## src/oaf_defines.svh

```systemverilog
// Constants for operand fetch and effective-address formation
`ifndef OAF_DEFINES_SVH
`define OAF_DEFINES_SVH
`define OAF_PC_RESET 16'h0000
`define OAF_PAGE_ZERO_HIGH 8'h00
`define OAF_COUNT_NONE 2'h0
`define OAF_COUNT_ONE 2'h1
`define OAF_COUNT_TWO 2'h2
`define OAF_NIB_BTB 4'h0
`define OAF_NIB_BSC 4'h1
`define OAF_NIB_REL 4'h2
`define OAF_NIB_RMW_DIR 4'h3
`define OAF_NIB_RMW_A 4'h4
`define OAF_NIB_RMW_X 4'h5
`define OAF_NIB_RMW_IX1 4'h6
`define OAF_NIB_RMW_IX0 4'h7
`define OAF_NIB_CTL_A 4'h8
`define OAF_NIB_CTL_B 4'h9
`define OAF_NIB_RM_IMM 4'hA
`define OAF_NIB_RM_DIR 4'hB
`define OAF_NIB_RM_EXT 4'hC
`define OAF_NIB_RM_IX2 4'hD
`define OAF_NIB_RM_IX1 4'hE
`define OAF_NIB_RM_IX0 4'hF
`endif

```

## src/oaf_pkg.sv

```systemverilog
// Types shared by the opcode decoder and the operand fetch sequencer
package oaf_pkg;
  // Addressing-mode families, indexed and bit variants spelled out
  typedef enum logic [3:0] {
    OAF_MODE_INH = 4'h0,
    OAF_MODE_IMM = 4'h1,
    OAF_MODE_DIR = 4'h2,
    OAF_MODE_EXT = 4'h3,
    OAF_MODE_IX0 = 4'h4,
    OAF_MODE_IX1 = 4'h5,
    OAF_MODE_IX2 = 4'h6,
    OAF_MODE_REL = 4'h7,
    OAF_MODE_BSC = 4'h8,
    OAF_MODE_BTB = 4'h9
  } oaf_mode_type;

  // Decoder answer for one opcode
  typedef struct packed {
    oaf_mode_type mode;
    logic [1:0] count;
  } oaf_decode_type;

  // Instruction handed to the execution unit
  typedef struct packed {
    logic [7:0] opcode;
    oaf_mode_type mode;
    logic [1:0] count;
    logic [7:0] byte1;
    logic [7:0] byte2;
    logic [15:0] effective_address;
    logic ea_valid;
    logic [15:0] next_pc;
  } oaf_instr_type;
endpackage : oaf_pkg

```

## src/oaf_fetch.sv

```systemverilog
// Operand fetch sequencer and effective-address formation
//
// Summary of operation
// RL1: Opcode byte then zero, one or two operands
// RL2: PC steps past opcode before operand fetch
// RL3: Inherent forms no address, no operand access
// RL4: Inherent instructions are one byte long
// RL5: Immediate address is byte after opcode
// RL6: Immediate instructions are two bytes long
// RL7: Immediate allowed for all register/memory opcodes
// RL8: Extended address is first:second byte, PC+2
// RL9: Extended is three bytes, reaches all memory
// RL10: Extended allowed for all register/memory opcodes
// RL11: Direct forces high byte zero, two bytes
// RL12: Direct allowed for RMW, reg/mem, bit classes; bit classes decode as BSC/BTB here, forming no address
// RL13: Accumulator operand implied, needs no address
// RL14: Seven mode families, indexed three, bit two
// RL15: Modes expand instructions to 207 or 209 operations
// RL16: Decoder gives mode and operand byte count
`timescale 1ns/1ps
`include "oaf_defines.svh"
module oaf_fetch
  import oaf_pkg::*;
(
  input wire logic clk_in,
  input wire logic rst_in,
  input wire logic ce_in,
  input wire logic [7:0] mem_rdata_in,
  input wire logic exec_done_in,
  input wire logic pc_load_in,
  input wire logic [15:0] pc_load_value_in,
  output logic [15:0] mem_addr_out,
  output logic mem_rd_out,
  output oaf_instr_type instr_out,
  output logic instr_valid_out,
  output logic busy_out
);
  // Sequencer states, Gray coded along the fetch path
  typedef enum logic [2:0] {
    OAF_ST_START = 3'b000,
    OAF_ST_OPCODE = 3'b001,
    OAF_ST_BYTE1 = 3'b011,
    OAF_ST_BYTE2 = 3'b010,
    OAF_ST_HOLD = 3'b110
  } oaf_state_type;

  oaf_state_type state_q; // Current sequencer state
  oaf_state_type state_d; // Next sequencer state
  logic [15:0] pc_q; // Program counter
  logic [15:0] pc_d; // Its next value
  logic [15:0] addr_q; // Memory address driven out
  logic [15:0] addr_d; // Its next value
  logic rd_q; // Memory read strobe
  logic rd_d; // Its next value
  oaf_instr_type instr_q; // Instruction being assembled
  oaf_instr_type instr_d; // Its next value
  logic valid_q; // One-cycle ready pulse
  logic valid_d; // Its next value
  oaf_decode_type dec; // Decoder answer for the incoming opcode

  // Decoder looks at the bus byte directly so the count is known in the opcode cycle
  oaf_decoder u_decoder (
    .opcode_in(mem_rdata_in),
    .decode_out(dec)
  );

  // PC plus one, cut to width on purpose; wraps at the top of memory
  wire [15:0] pc_inc = 16'(pc_q + 16'h0001);
  // Next instruction begins at the loaded value on a taken jump, else at the PC
  wire [15:0] resume_pc = pc_load_in ? pc_load_value_in : pc_q;
  // Opcode cycle decisions
  wire op_has_operand = (dec.count != `OAF_COUNT_NONE); // RL1
  // Byte-one cycle decisions
  wire b1_needs_second = (instr_q.count == `OAF_COUNT_TWO);
  wire mode_imm = (instr_q.mode == OAF_MODE_IMM);
  wire mode_dir = (instr_q.mode == OAF_MODE_DIR);
  wire mode_ext = (instr_q.mode == OAF_MODE_EXT);
  // Immediate: the address of the data byte, which is the PC before its step
  wire [15:0] ea_imm = pc_q; // RL5
  // Direct: page zero, high half forced to zero
  wire [15:0] ea_dir = {`OAF_PAGE_ZERO_HIGH, mem_rdata_in}; // RL11
  // Extended: first byte high half, second byte low half
  wire [15:0] ea_ext = {instr_q.byte1, mem_rdata_in}; // RL8
  // Byte-one address choice; extended waits for its second byte
  wire [15:0] ea_after_b1 = mode_imm ? ea_imm : ea_dir;
  wire ea_ok_after_b1 = mode_imm | mode_dir;

  // Next-state and datapath selection
  always_comb begin
    state_d = state_q;
    pc_d = pc_q;
    addr_d = addr_q;
    rd_d = 1'b0;
    instr_d = instr_q;
    valid_d = 1'b0;
    unique case (state_q)
      OAF_ST_START: begin
        // Leave reset by asking for the first opcode
        addr_d = pc_q;
        rd_d = 1'b1;
        state_d = OAF_ST_OPCODE;
      end
      OAF_ST_OPCODE: begin
        // Capture opcode and step past it before any operand read
        instr_d = '0;
        instr_d.opcode = mem_rdata_in;
        instr_d.mode = dec.mode; // RL16
        instr_d.count = dec.count; // RL16
        pc_d = pc_inc; // RL2
        instr_d.next_pc = pc_inc;
        if (op_has_operand) begin
          addr_d = pc_inc; // RL2
          rd_d = 1'b1;
          state_d = OAF_ST_BYTE1;
        end else begin
          // Inherent and no-offset indexed: nothing more to read
          state_d = OAF_ST_HOLD; // RL3 RL4
          valid_d = 1'b1;
        end
      end
      OAF_ST_BYTE1: begin
        // First operand byte; PC steps once more
        instr_d.byte1 = mem_rdata_in;
        pc_d = pc_inc; // RL5 RL6
        instr_d.next_pc = pc_inc;
        if (b1_needs_second) begin
          addr_d = pc_inc;
          rd_d = 1'b1;
          state_d = OAF_ST_BYTE2;
        end else begin
          // Modes that form no address here leave it at zero
          instr_d.effective_address = ea_ok_after_b1 ? ea_after_b1 : 16'h0000; // RL11
          instr_d.ea_valid = ea_ok_after_b1;
          state_d = OAF_ST_HOLD; // RL6
          valid_d = 1'b1;
        end
      end
      OAF_ST_BYTE2: begin
        // Second operand byte; two steps in total past the opcode
        instr_d.byte2 = mem_rdata_in;
        pc_d = pc_inc; // RL8
        instr_d.next_pc = pc_inc;
        // Full 16-bit reach, so any of I/O, RAM or ROM may be addressed
        instr_d.effective_address = mode_ext ? ea_ext : 16'h0000; // RL9
        instr_d.ea_valid = mode_ext; // RL9
        state_d = OAF_ST_HOLD;
        valid_d = 1'b1;
      end
      OAF_ST_HOLD: begin
        // Instruction stands until execution finishes; accumulator needs no address
        if (exec_done_in) begin // RL13
          pc_d = resume_pc;
          addr_d = resume_pc;
          rd_d = 1'b1;
          state_d = OAF_ST_OPCODE;
        end
      end
      default: begin
        // Unused codes recover by refetching at the PC
        state_d = OAF_ST_START;
      end
    endcase
  end

  // State registers; the clock enable freezes everything
  always_ff @(posedge clk_in) begin
    if (rst_in) begin
      state_q <= OAF_ST_START;
      pc_q <= `OAF_PC_RESET;
      addr_q <= `OAF_PC_RESET;
      rd_q <= 1'b0;
      instr_q <= '0;
      valid_q <= 1'b0;
    end else if (ce_in) begin
      state_q <= state_d;
      pc_q <= pc_d;
      addr_q <= addr_d;
      rd_q <= rd_d;
      instr_q <= instr_d;
      valid_q <= valid_d;
    end
  end

  // Busy flag registered so every output leaves a flip-flop
  logic busy_q;
  always_ff @(posedge clk_in) begin
    if (rst_in) begin
      busy_q <= 1'b1;
    end else if (ce_in) begin
      busy_q <= (state_d != OAF_ST_HOLD);
    end
  end

  // Outputs come straight from registers
  assign mem_addr_out = addr_q;
  assign mem_rd_out = rd_q;
  assign instr_out = instr_q;
  assign instr_valid_out = valid_q;
  assign busy_out = busy_q;
endmodule : oaf_fetch

```

## src/oaf_decoder.sv

```systemverilog
// Opcode to addressing-mode and operand byte count decoder
`timescale 1ns/1ps
`include "oaf_defines.svh"
module oaf_decoder
  import oaf_pkg::*;
(
  input wire logic [7:0] opcode_in,
  output oaf_decode_type decode_out
);
  // Upper nibble selects the class column of the opcode map
  wire [3:0] column = opcode_in[7:4];

  // Column decode; every register/memory column gets its own mode
  always_comb begin // RL15
    decode_out = '{mode: OAF_MODE_INH, count: `OAF_COUNT_NONE};
    unique case (column)
      `OAF_NIB_BTB: decode_out = '{mode: OAF_MODE_BTB, count: `OAF_COUNT_TWO}; // RL14
      `OAF_NIB_BSC: decode_out = '{mode: OAF_MODE_BSC, count: `OAF_COUNT_ONE}; // RL14
      `OAF_NIB_REL: decode_out = '{mode: OAF_MODE_REL, count: `OAF_COUNT_ONE}; // RL14
      `OAF_NIB_RMW_DIR: decode_out = '{mode: OAF_MODE_DIR, count: `OAF_COUNT_ONE}; // RL12
      `OAF_NIB_RMW_A,
      `OAF_NIB_RMW_X,
      `OAF_NIB_CTL_A,
      `OAF_NIB_CTL_B: decode_out = '{mode: OAF_MODE_INH, count: `OAF_COUNT_NONE}; // RL4
      `OAF_NIB_RMW_IX1: decode_out = '{mode: OAF_MODE_IX1, count: `OAF_COUNT_ONE};
      `OAF_NIB_RMW_IX0: decode_out = '{mode: OAF_MODE_IX0, count: `OAF_COUNT_NONE};
      `OAF_NIB_RM_IMM: decode_out = '{mode: OAF_MODE_IMM, count: `OAF_COUNT_ONE}; // RL7
      `OAF_NIB_RM_DIR: decode_out = '{mode: OAF_MODE_DIR, count: `OAF_COUNT_ONE}; // RL12
      `OAF_NIB_RM_EXT: decode_out = '{mode: OAF_MODE_EXT, count: `OAF_COUNT_TWO}; // RL10
      `OAF_NIB_RM_IX2: decode_out = '{mode: OAF_MODE_IX2, count: `OAF_COUNT_TWO};
      `OAF_NIB_RM_IX1: decode_out = '{mode: OAF_MODE_IX1, count: `OAF_COUNT_ONE};
      `OAF_NIB_RM_IX0: decode_out = '{mode: OAF_MODE_IX0, count: `OAF_COUNT_NONE};
    endcase
  end
endmodule : oaf_decoder

```

## config.mk

```make
export PLATFORM = sky130hd
export DESIGN_NAME = oaf_fetch
export DESIGN_NICKNAME = d
export VERILOG_FILES = /design/src/oaf_pkg.sv /design/src/oaf_fetch.sv /design/src/oaf_decoder.sv
export VERILOG_INCLUDE_DIRS = /design/src
export SDC_FILE = /design/constraint.sdc
export NUM_CORES = 1
export LEC_CHECK = 0
export BUFFER_PORTS_ARGS = -buffer_cell sky130_fd_sc_hd__clkbuf_2
export CORE_MARGIN = 4
export CORE_UTILIZATION = 59
export DETAILED_ROUTE_END_ITERATION = 10
export PLACE_DENSITY = 0.95
export SYNTH_ARGS = -nofsm -noshare
export SYNTH_HDL_FRONTEND = slang
export SYNTH_SLANG_ARGS = --single-unit
```

## constraint.sdc

```tcl
create_clock -name clk_in -period 4.3 [get_ports clk_in]
set_clock_uncertainty 0.15 [all_clocks]
set_input_delay 0.43 -clock clk_in [delete_from_list [all_inputs] [get_ports clk_in]]
set_output_delay 0.43 -clock clk_in [all_outputs]
set_load 0.01 [all_outputs]
```

After elaboration in Yosys (flattened, before gate mapping). Memories as Yosys holds them, arrays and structs flattened. Cells that the tools add are included.

Register bits: 101. ROM bits: 96. Input bits: 29. Output and inout bits: 82. Logic and storage cells: 69. Memories kept: 1.

Memory list: (no name shown) (words 16, width 6, read ports 1, clocked after memory_dff 0, write ports 0, line oaf_decoder.sv:16) `unique case (column)`.

$add $sub $neg: 1. Equal/unequal tests: 13. Multiplexer cells: 24. Bitwise operators: 1. Reductions and logical operators: 15.

Operators by type and width (count): 16-bit 2-to-1 mux (7); 33-bit one-hot mux with 3 select lines (1); 16-bit one-hot mux with 4 select lines (1); 16-bit one-hot mux with 2 select lines (1); 8-bit one-hot mux with 2 select lines (2); 17-bit 2-to-1 mux (1); 16-bit by 1-bit adder with 16-bit output (second input constant) (1); 3-bit one-hot mux with 5 select lines (1); 3-bit 2-to-1 mux (3); 4-bit by 2-bit == test with 1-bit output (second input constant) (2); 2-bit inequality test (second input constant) (4); 2-bit AND reduction (4); 2-bit nonzero test (4); 3-bit by 2-bit == test with 1-bit output (second input constant) (2); 3-bit AND reduction (2); 1-bit 2-to-1 mux (5); 5-bit AND reduction (1); 4-bit by 1-bit == test with 1-bit output (second input constant) (1); 1-bit one-hot mux with 4 select lines (1); 4-bit nonzero test (1); 3-bit by 1-bit == test with 1-bit output (second input constant) (1); 3-bit == test (second input constant) (1); 3-bit zero test (1); 3-bit inequality test (second input constant) (1); 5 further kinds (5).

Logic depth before layout (Yosys ltp).
Depth in word-level cells: 5. Mapped depth: 8. Mapped depth without buffers: 6.

Hierarchy. Synthesis repeated with hierarchy kept, for this count alone.

Cell total of the unflattened synthesis: 668. Area total of the unflattened synthesis: 5469.0 um^2.

Modules (own cells, without submodules): oaf_fetch (times used 1, cells an instance 651, area an instance 5362.6 um^2, sequential area each 2021.9 um^2); oaf_decoder (times used 1, cells an instance 17, area an instance 106.4 um^2, sequential area each 0.0 um^2).

Worst setup path after synthesis. Ideal clock, no wire load.

Kind: register to register. Start point: register pc_q[1] (netlist: ea_imm[1]). End point: register addr_q[10] (netlist: mem_addr_out[10]). Library setup time: 0.088 ns. Arrival time: 1.758 ns. Data required time: 4.062 ns. Path slack: 2.304 ns. Cell stages (with the launch flop): 8. Path buffers: 1. Period minus slack after synthesis: 1.996 ns. Cells stage by stage: dfxtp_1 > ha_1 > buf_2 > nand3_4 > nor3_2 > nand2_1 > mux2_2 > a311oi_2.

Cells in the longest elaborated chain, start to end: 3. Elaborated cells between the ends (all ways): 4. Classes of those cells: add/sub: 1; mux: 3.

RTL lines: from (decl) (line oaf_fetch.sv:49) `logic [15:0] pc_q;`; from (signal assigned) (line oaf_fetch.sv:169) `` pc_q <= `OAF_PC_RESET; ``; from (signal assigned) (line oaf_fetch.sv:176) `pc_q <= pc_d;`; 16-bit by 1-bit adder with 16-bit output (*) (line oaf_fetch.sv:68) `wire [15:0] pc_inc = 16'(pc_q + 16'h0001);`; 16-bit 2-to-1 mux, on equally long branches (line oaf_fetch.sv:126, oaf_fetch.sv:111); 16-bit one-hot mux with 4 select lines (*) (line oaf_fetch.sv:96) `unique case (state_q)`; to (signal assigned) (line oaf_fetch.sv:170) `` addr_q <= `OAF_PC_RESET; ``; to (signal assigned) (line oaf_fetch.sv:177) `addr_q <= addr_d;`; to (decl) (line oaf_fetch.sv:51) `logic [15:0] addr_q;`.

Mark *: on every way between the ends. The rest lies on a longest branch, timed or not. The select of a mux whose other input is x is not followed. A chain may end at the register's enable or synchronous reset.

Final worst setup path.
Start point: register state_q[1]. End point: register instr_q (netlist bit instr_out[30]).

Cells in the longest elaborated chain, start to end: 3. Elaborated cells between the ends (all ways): 7. Classes of those cells: eq/ne: 4; mux: 1; reduce/logical: 2.

RTL lines: from (decl) (line oaf_fetch.sv:47) `oaf_state_type state_q;`; from (signal assigned) (line oaf_fetch.sv:175) `state_q <= state_d;`; 3-bit by 2-bit == test with 1-bit output / 3-bit by 1-bit == test with 1-bit output (equally long branches) (line oaf_fetch.sv:96); 2-bit inequality test (no line) / 3-bit nonzero test (equally long branches); 3-bit AND reduction (no line); to (signal assigned) (line oaf_fetch.sv:179) `instr_q <= instr_d;`; to (decl) (line oaf_fetch.sv:55) `oaf_instr_type instr_q;`.

Several ways; a longest one is shown, not always the timed one. The select of a mux whose other input is x is not followed.

==> impl_metrics.csv <==
group,metric,value,unit
outcome,status,"complete, no violations",
power_and_ir_drop,combPwrFrac,0.188,
worst_hold_path,hold_start,"mem_rdata_in[1]",
detailed_routing,drtIter0Drc,543,
clocking,clock_latency,0.38,ns
timing,rsz0062_at_grt,"false",
yosys,synthCells,661,
timing,setup_tns,0,ns
power_and_ir_drop,seqPwrFrac,0.519,
power_and_ir_drop,switching_share,0.3300,
detailed_routing,dr_total_vias,5440,
power_and_ir_drop,internal-power,1.352,mW
setup_path,crit_path_cell_trace,"inv_1, a21oi_4, o21ai_2, nor2b_1, a22o_1",
cells_and_area,antenna_cells,0,
power_and_ir_drop,total_power,2.018,mW
flow_run,max-cap-violations,0,
setup_path,worstSetupStartpoint,"state_q[1]",
floorplan,die_h,103.1,um
placement,hpwl,10.72,mm
setup_path,critPathArrivalTime,3.41,ns
yosys,synth_area,5335,um^2
cells_and_area,areaGrowthSynthToFinish,11.61,%
yosys,synth.distinct_cells,66,
setup_path,crit_path_start_kind,"flip-flop",
detailed_routing,viasPerCell,6.492,
yosys,ys_ff_latch,101,
placement,port_buffers,110,
global_routing,grt_pass1_wl,25.12,mm
clocking,clockRootBuffer,"clkbuf_8",
floorplan,coreArea,8763,um^2
power_and_ir_drop,leakagePower,2.213,nW
timing,maxSlewHeadroom,0.3739,
placement,place_congestion,0.9723,
floorplan,die_area,10630,um^2
floorplan,num_rows,34,
clocking,htreeDepth,3,
timing,period_needed,3.289,ns
worst_hold_path,holdCritPathClass,"primary input to flip-flop",
detailed_routing,routedWlPerCell,18.64,um
power_and_ir_drop,vdd_drop_max,218.3,uV
global_routing,grt_max_degree,59,
detailed_routing,first_pass_iters,6,
cells_and_area,drive_gt1_frac,0.2301,
global_routing,grt_use_total,0.2950,
global_routing,antenna_found_initial,0,
cells_and_area,n_fill_cell,714,
setup_path,worst_ep_required_time,4.42,ns
yosys,syn_nets,691,
timing,tightest_slew,0.9379,ns
clocking,clockBufferDepth,2,
detailed_routing,final_antenna_net_count,0,
floorplan,io_pins,111,
setup_path,r2r-start,"state_q[1]",
yosys,yosys_warnings,0,
timing,fmax,0.3040,GHz
setup_path,cpPeakStageDelay,0.95,ns
timing,hold_violations,0,
clocking,hold_buffers,0,
detailed_routing,routed_wl,15.62,mm
clocking,cts_tree,"yes",
setup_path,crit_type,"flip-flop to flip-flop",
setup_path,end_kind,"flip-flop",
clocking,clkTransAtPathRegs,0.10,ns
cells_and_area,nNetsFinal,756,
power_and_ir_drop,powerDensity,338.8,nW/um^2
setup_path,cp_slowest_cell,"dfxtp_1",
yosys,async_reset_ff_frac,0,
yosys,syn_area_per_cell,8.071,um^2
global_routing,grt.overflow.total,0,
clocking,clock-sinks,101,
yosys,seq_area_frac_synth,0.3790,
floorplan,initial_utilization,0.6088,
timing,finalCritPeriodShare,0.7649,
setup_path,critical_path.max_fanout,29,
yosys,ys.flop_type,"dfxtp_1",
detailed_routing,post-route-drc-count,0,
power_and_ir_drop,p_sw,665.7,uW
timing,finalMaxSlewViolations,0,
timing,setup_viol,0,
floorplan,fp.dieW,103.1,um
clocking,numCtsBuffers,9,
clocking,cts_resized,0,
clocking,post_cts_buffers,0,
power_and_ir_drop,clock_power_share,0.293,
yosys,synth-edff-count,0,
global_routing,grt_pass1_vias,5047,
[cell usage after synthesis, drive strengths merged (2+ instances only)]
| library cell | number | share of area |
|---|---|---|
| nor2b | 5 | 0.0059 |
| and3 | 2 | 0.0023 |
| nand4 | 11 | 0.020 |
| nand3b | 3 | 0.0042 |
| clkbuf | 33 | 0.023 |
| or2 | 2 | 0.0023 |
| or3 | 4 | 0.0047 |
| nand3 | 29 | 0.030 |
| inv | 10 | 0.0070 |
| o2bb2ai | 2 | 0.0033 |
| o21bai | 2 | 0.0028 |
| nor4 | 6 | 0.011 |
| o211a | 3 | 0.0056 |
| and4 | 2 | 0.0035 |
| a21oi | 72 | 0.070 |
| a2bb2oi | 3 | 0.0049 |
| a22o | 17 | 0.028 |
| a21o | 5 | 0.0073 |
| nand2b | 9 | 0.011 |
| nand2 | 90 | 0.063 |
| a221oi | 16 | 0.026 |
| nor3 | 18 | 0.021 |
| a311oi | 7 | 0.015 |
| mux2i | 8 | 0.015 |
| o21ai | 28 | 0.027 |
| buf | 29 | 0.032 |
| xor2 | 8 | 0.013 |
| a22oi | 4 | 0.0056 |
| nor2 | 69 | 0.049 |
| mux2 | 2 | 0.0042 |
| xnor2 | 9 | 0.015 |
| a211oi | 34 | 0.058 |
| dfxtp | 101 | 0.38 |
| a222oi | 2 | 0.0038 |
[worst max-delay path: cells and delay by family, from the launching register on]
| family | cells | cell delay (ns) |
|---|---|---|
| buf+inv | 1 | 0.35 |
| compound gates | 3 | 1.39 |
| flops | 1 | 0.95 |
| simple gates | 1 | 0.34 |
[registers in the layout, indices dropped and copies added (netlist names)]
| register | flops |
|---|---|
| instr_out | 63 |
| ea_imm | 16 |
| mem_addr_out | 16 |
| state_q | 3 |
| busy_out | 1 |
| instr_valid_out | 1 |
| mem_rd_out | 1 |
[path summary, 6_finish.rpt]
kind	cells past startpoint	slack (ns)	end
setup / recovery	5	1.01	instr_out[30]
hold / removal	3	0.20	instr_out[56]
setup reg to reg	5	1.01	instr_out[30]
hold reg to reg	2	0.32	instr_out[61]
[routing by layer]
layer  vias up  GRT usage  share of wire
met2       354     0.4805           0.48
met5         -          0              0
li1       2525          -              -
met3        62    0.05142          0.098
met4         0     0.1125          0.032
met1      2499     0.3906           0.39
[stage by stage]
| stage | setup slack (ns) | util | hold slack [ns] | cells | instance area, um^2 |
|---|---|---|---|---|---|
| 6_report | 1.011 | 0.6795 | 0.1988 | 838 | 5954 |
| 5_1_grt | 0.7841 | 0.6795 | 0.2171 | 838 | 5954 |
| 4_1_cts | 1.118 | 0.6795 | 0.2041 | 838 | 5954 |
| 3_5_place_dp | 1.154 | 0.6588 | 0.2996 | 823 | 5773 |
| 3_3_place_gp | 1.302 | 0.6588 | 0.2927 | 823 | 5773 |
| 2_1_floorplan | 2.304 | - | 0.3261 | 661 | 5335 |
[final cells by class]
| class | instances | area [um^2] | share of cell area |
|---|---|---|---|
| Sequential cell | 101 | 2022 | 0.3396 |
| Clock inverter | 5 | 43.79 | 0.007354 |
| Clock buffer | 10 | 137.6 | 0.02311 |
| Inverter | 10 | 37.54 | 0.006304 |
| Tap cell | 108 | 135.1 | 0.02269 |
| Multi-Input combinational cell | 488 | 2983 | 0.5009 |
| Timing Repair Buffer | 116 | 595.6 | 0.1000 |
[logic make-up (layout without fill, tap and decap cells)]
family | Yosys count | after routing | synth area share
buf+inv | 72 | 141 | 0.06191
simple gates | 256 | 256 | 0.2380
compound gates | 204 | 204 | 0.2716
xor+xnor | 17 | 17 | 0.02791
mux | 10 | 10 | 0.01923
flops | 101 | 101 | 0.3790
fa+ha+maj | 1 | 1 | 0.002345
[placed cells by master, fill, tap and decap left out, types with 6 or more instances in the layout]
master,instances
nand3_1,27
nor3_1,14
nand4_1,8
mux2i_1,8
xnor2_1,9
buf_4,6
clkbuf_8,10
o21ai_0,26
a221oi_1,16
a211oi_1,23
nor2_1,69
xor2_1,8
nand2b_1,9
a211oi_2,11
nand2_1,90
dfxtp_1,101
clkbuf_2,109
inv_1,10
a22o_1,17
a21oi_1,71
[power groups by stage]
stage          clock [mW]  combinational, mW  sequential (mW)
4_1_cts             0.586              0.376             1.04
3_5_place_dp            0              0.372             1.06
2_1_floorplan           0              0.263             1.06
5_1_grt             0.628              0.415             1.05
3_3_place_gp            0              0.360             1.06
6_report            0.591              0.380             1.05
Note: power is estimated with default switching activity, not from simulation.
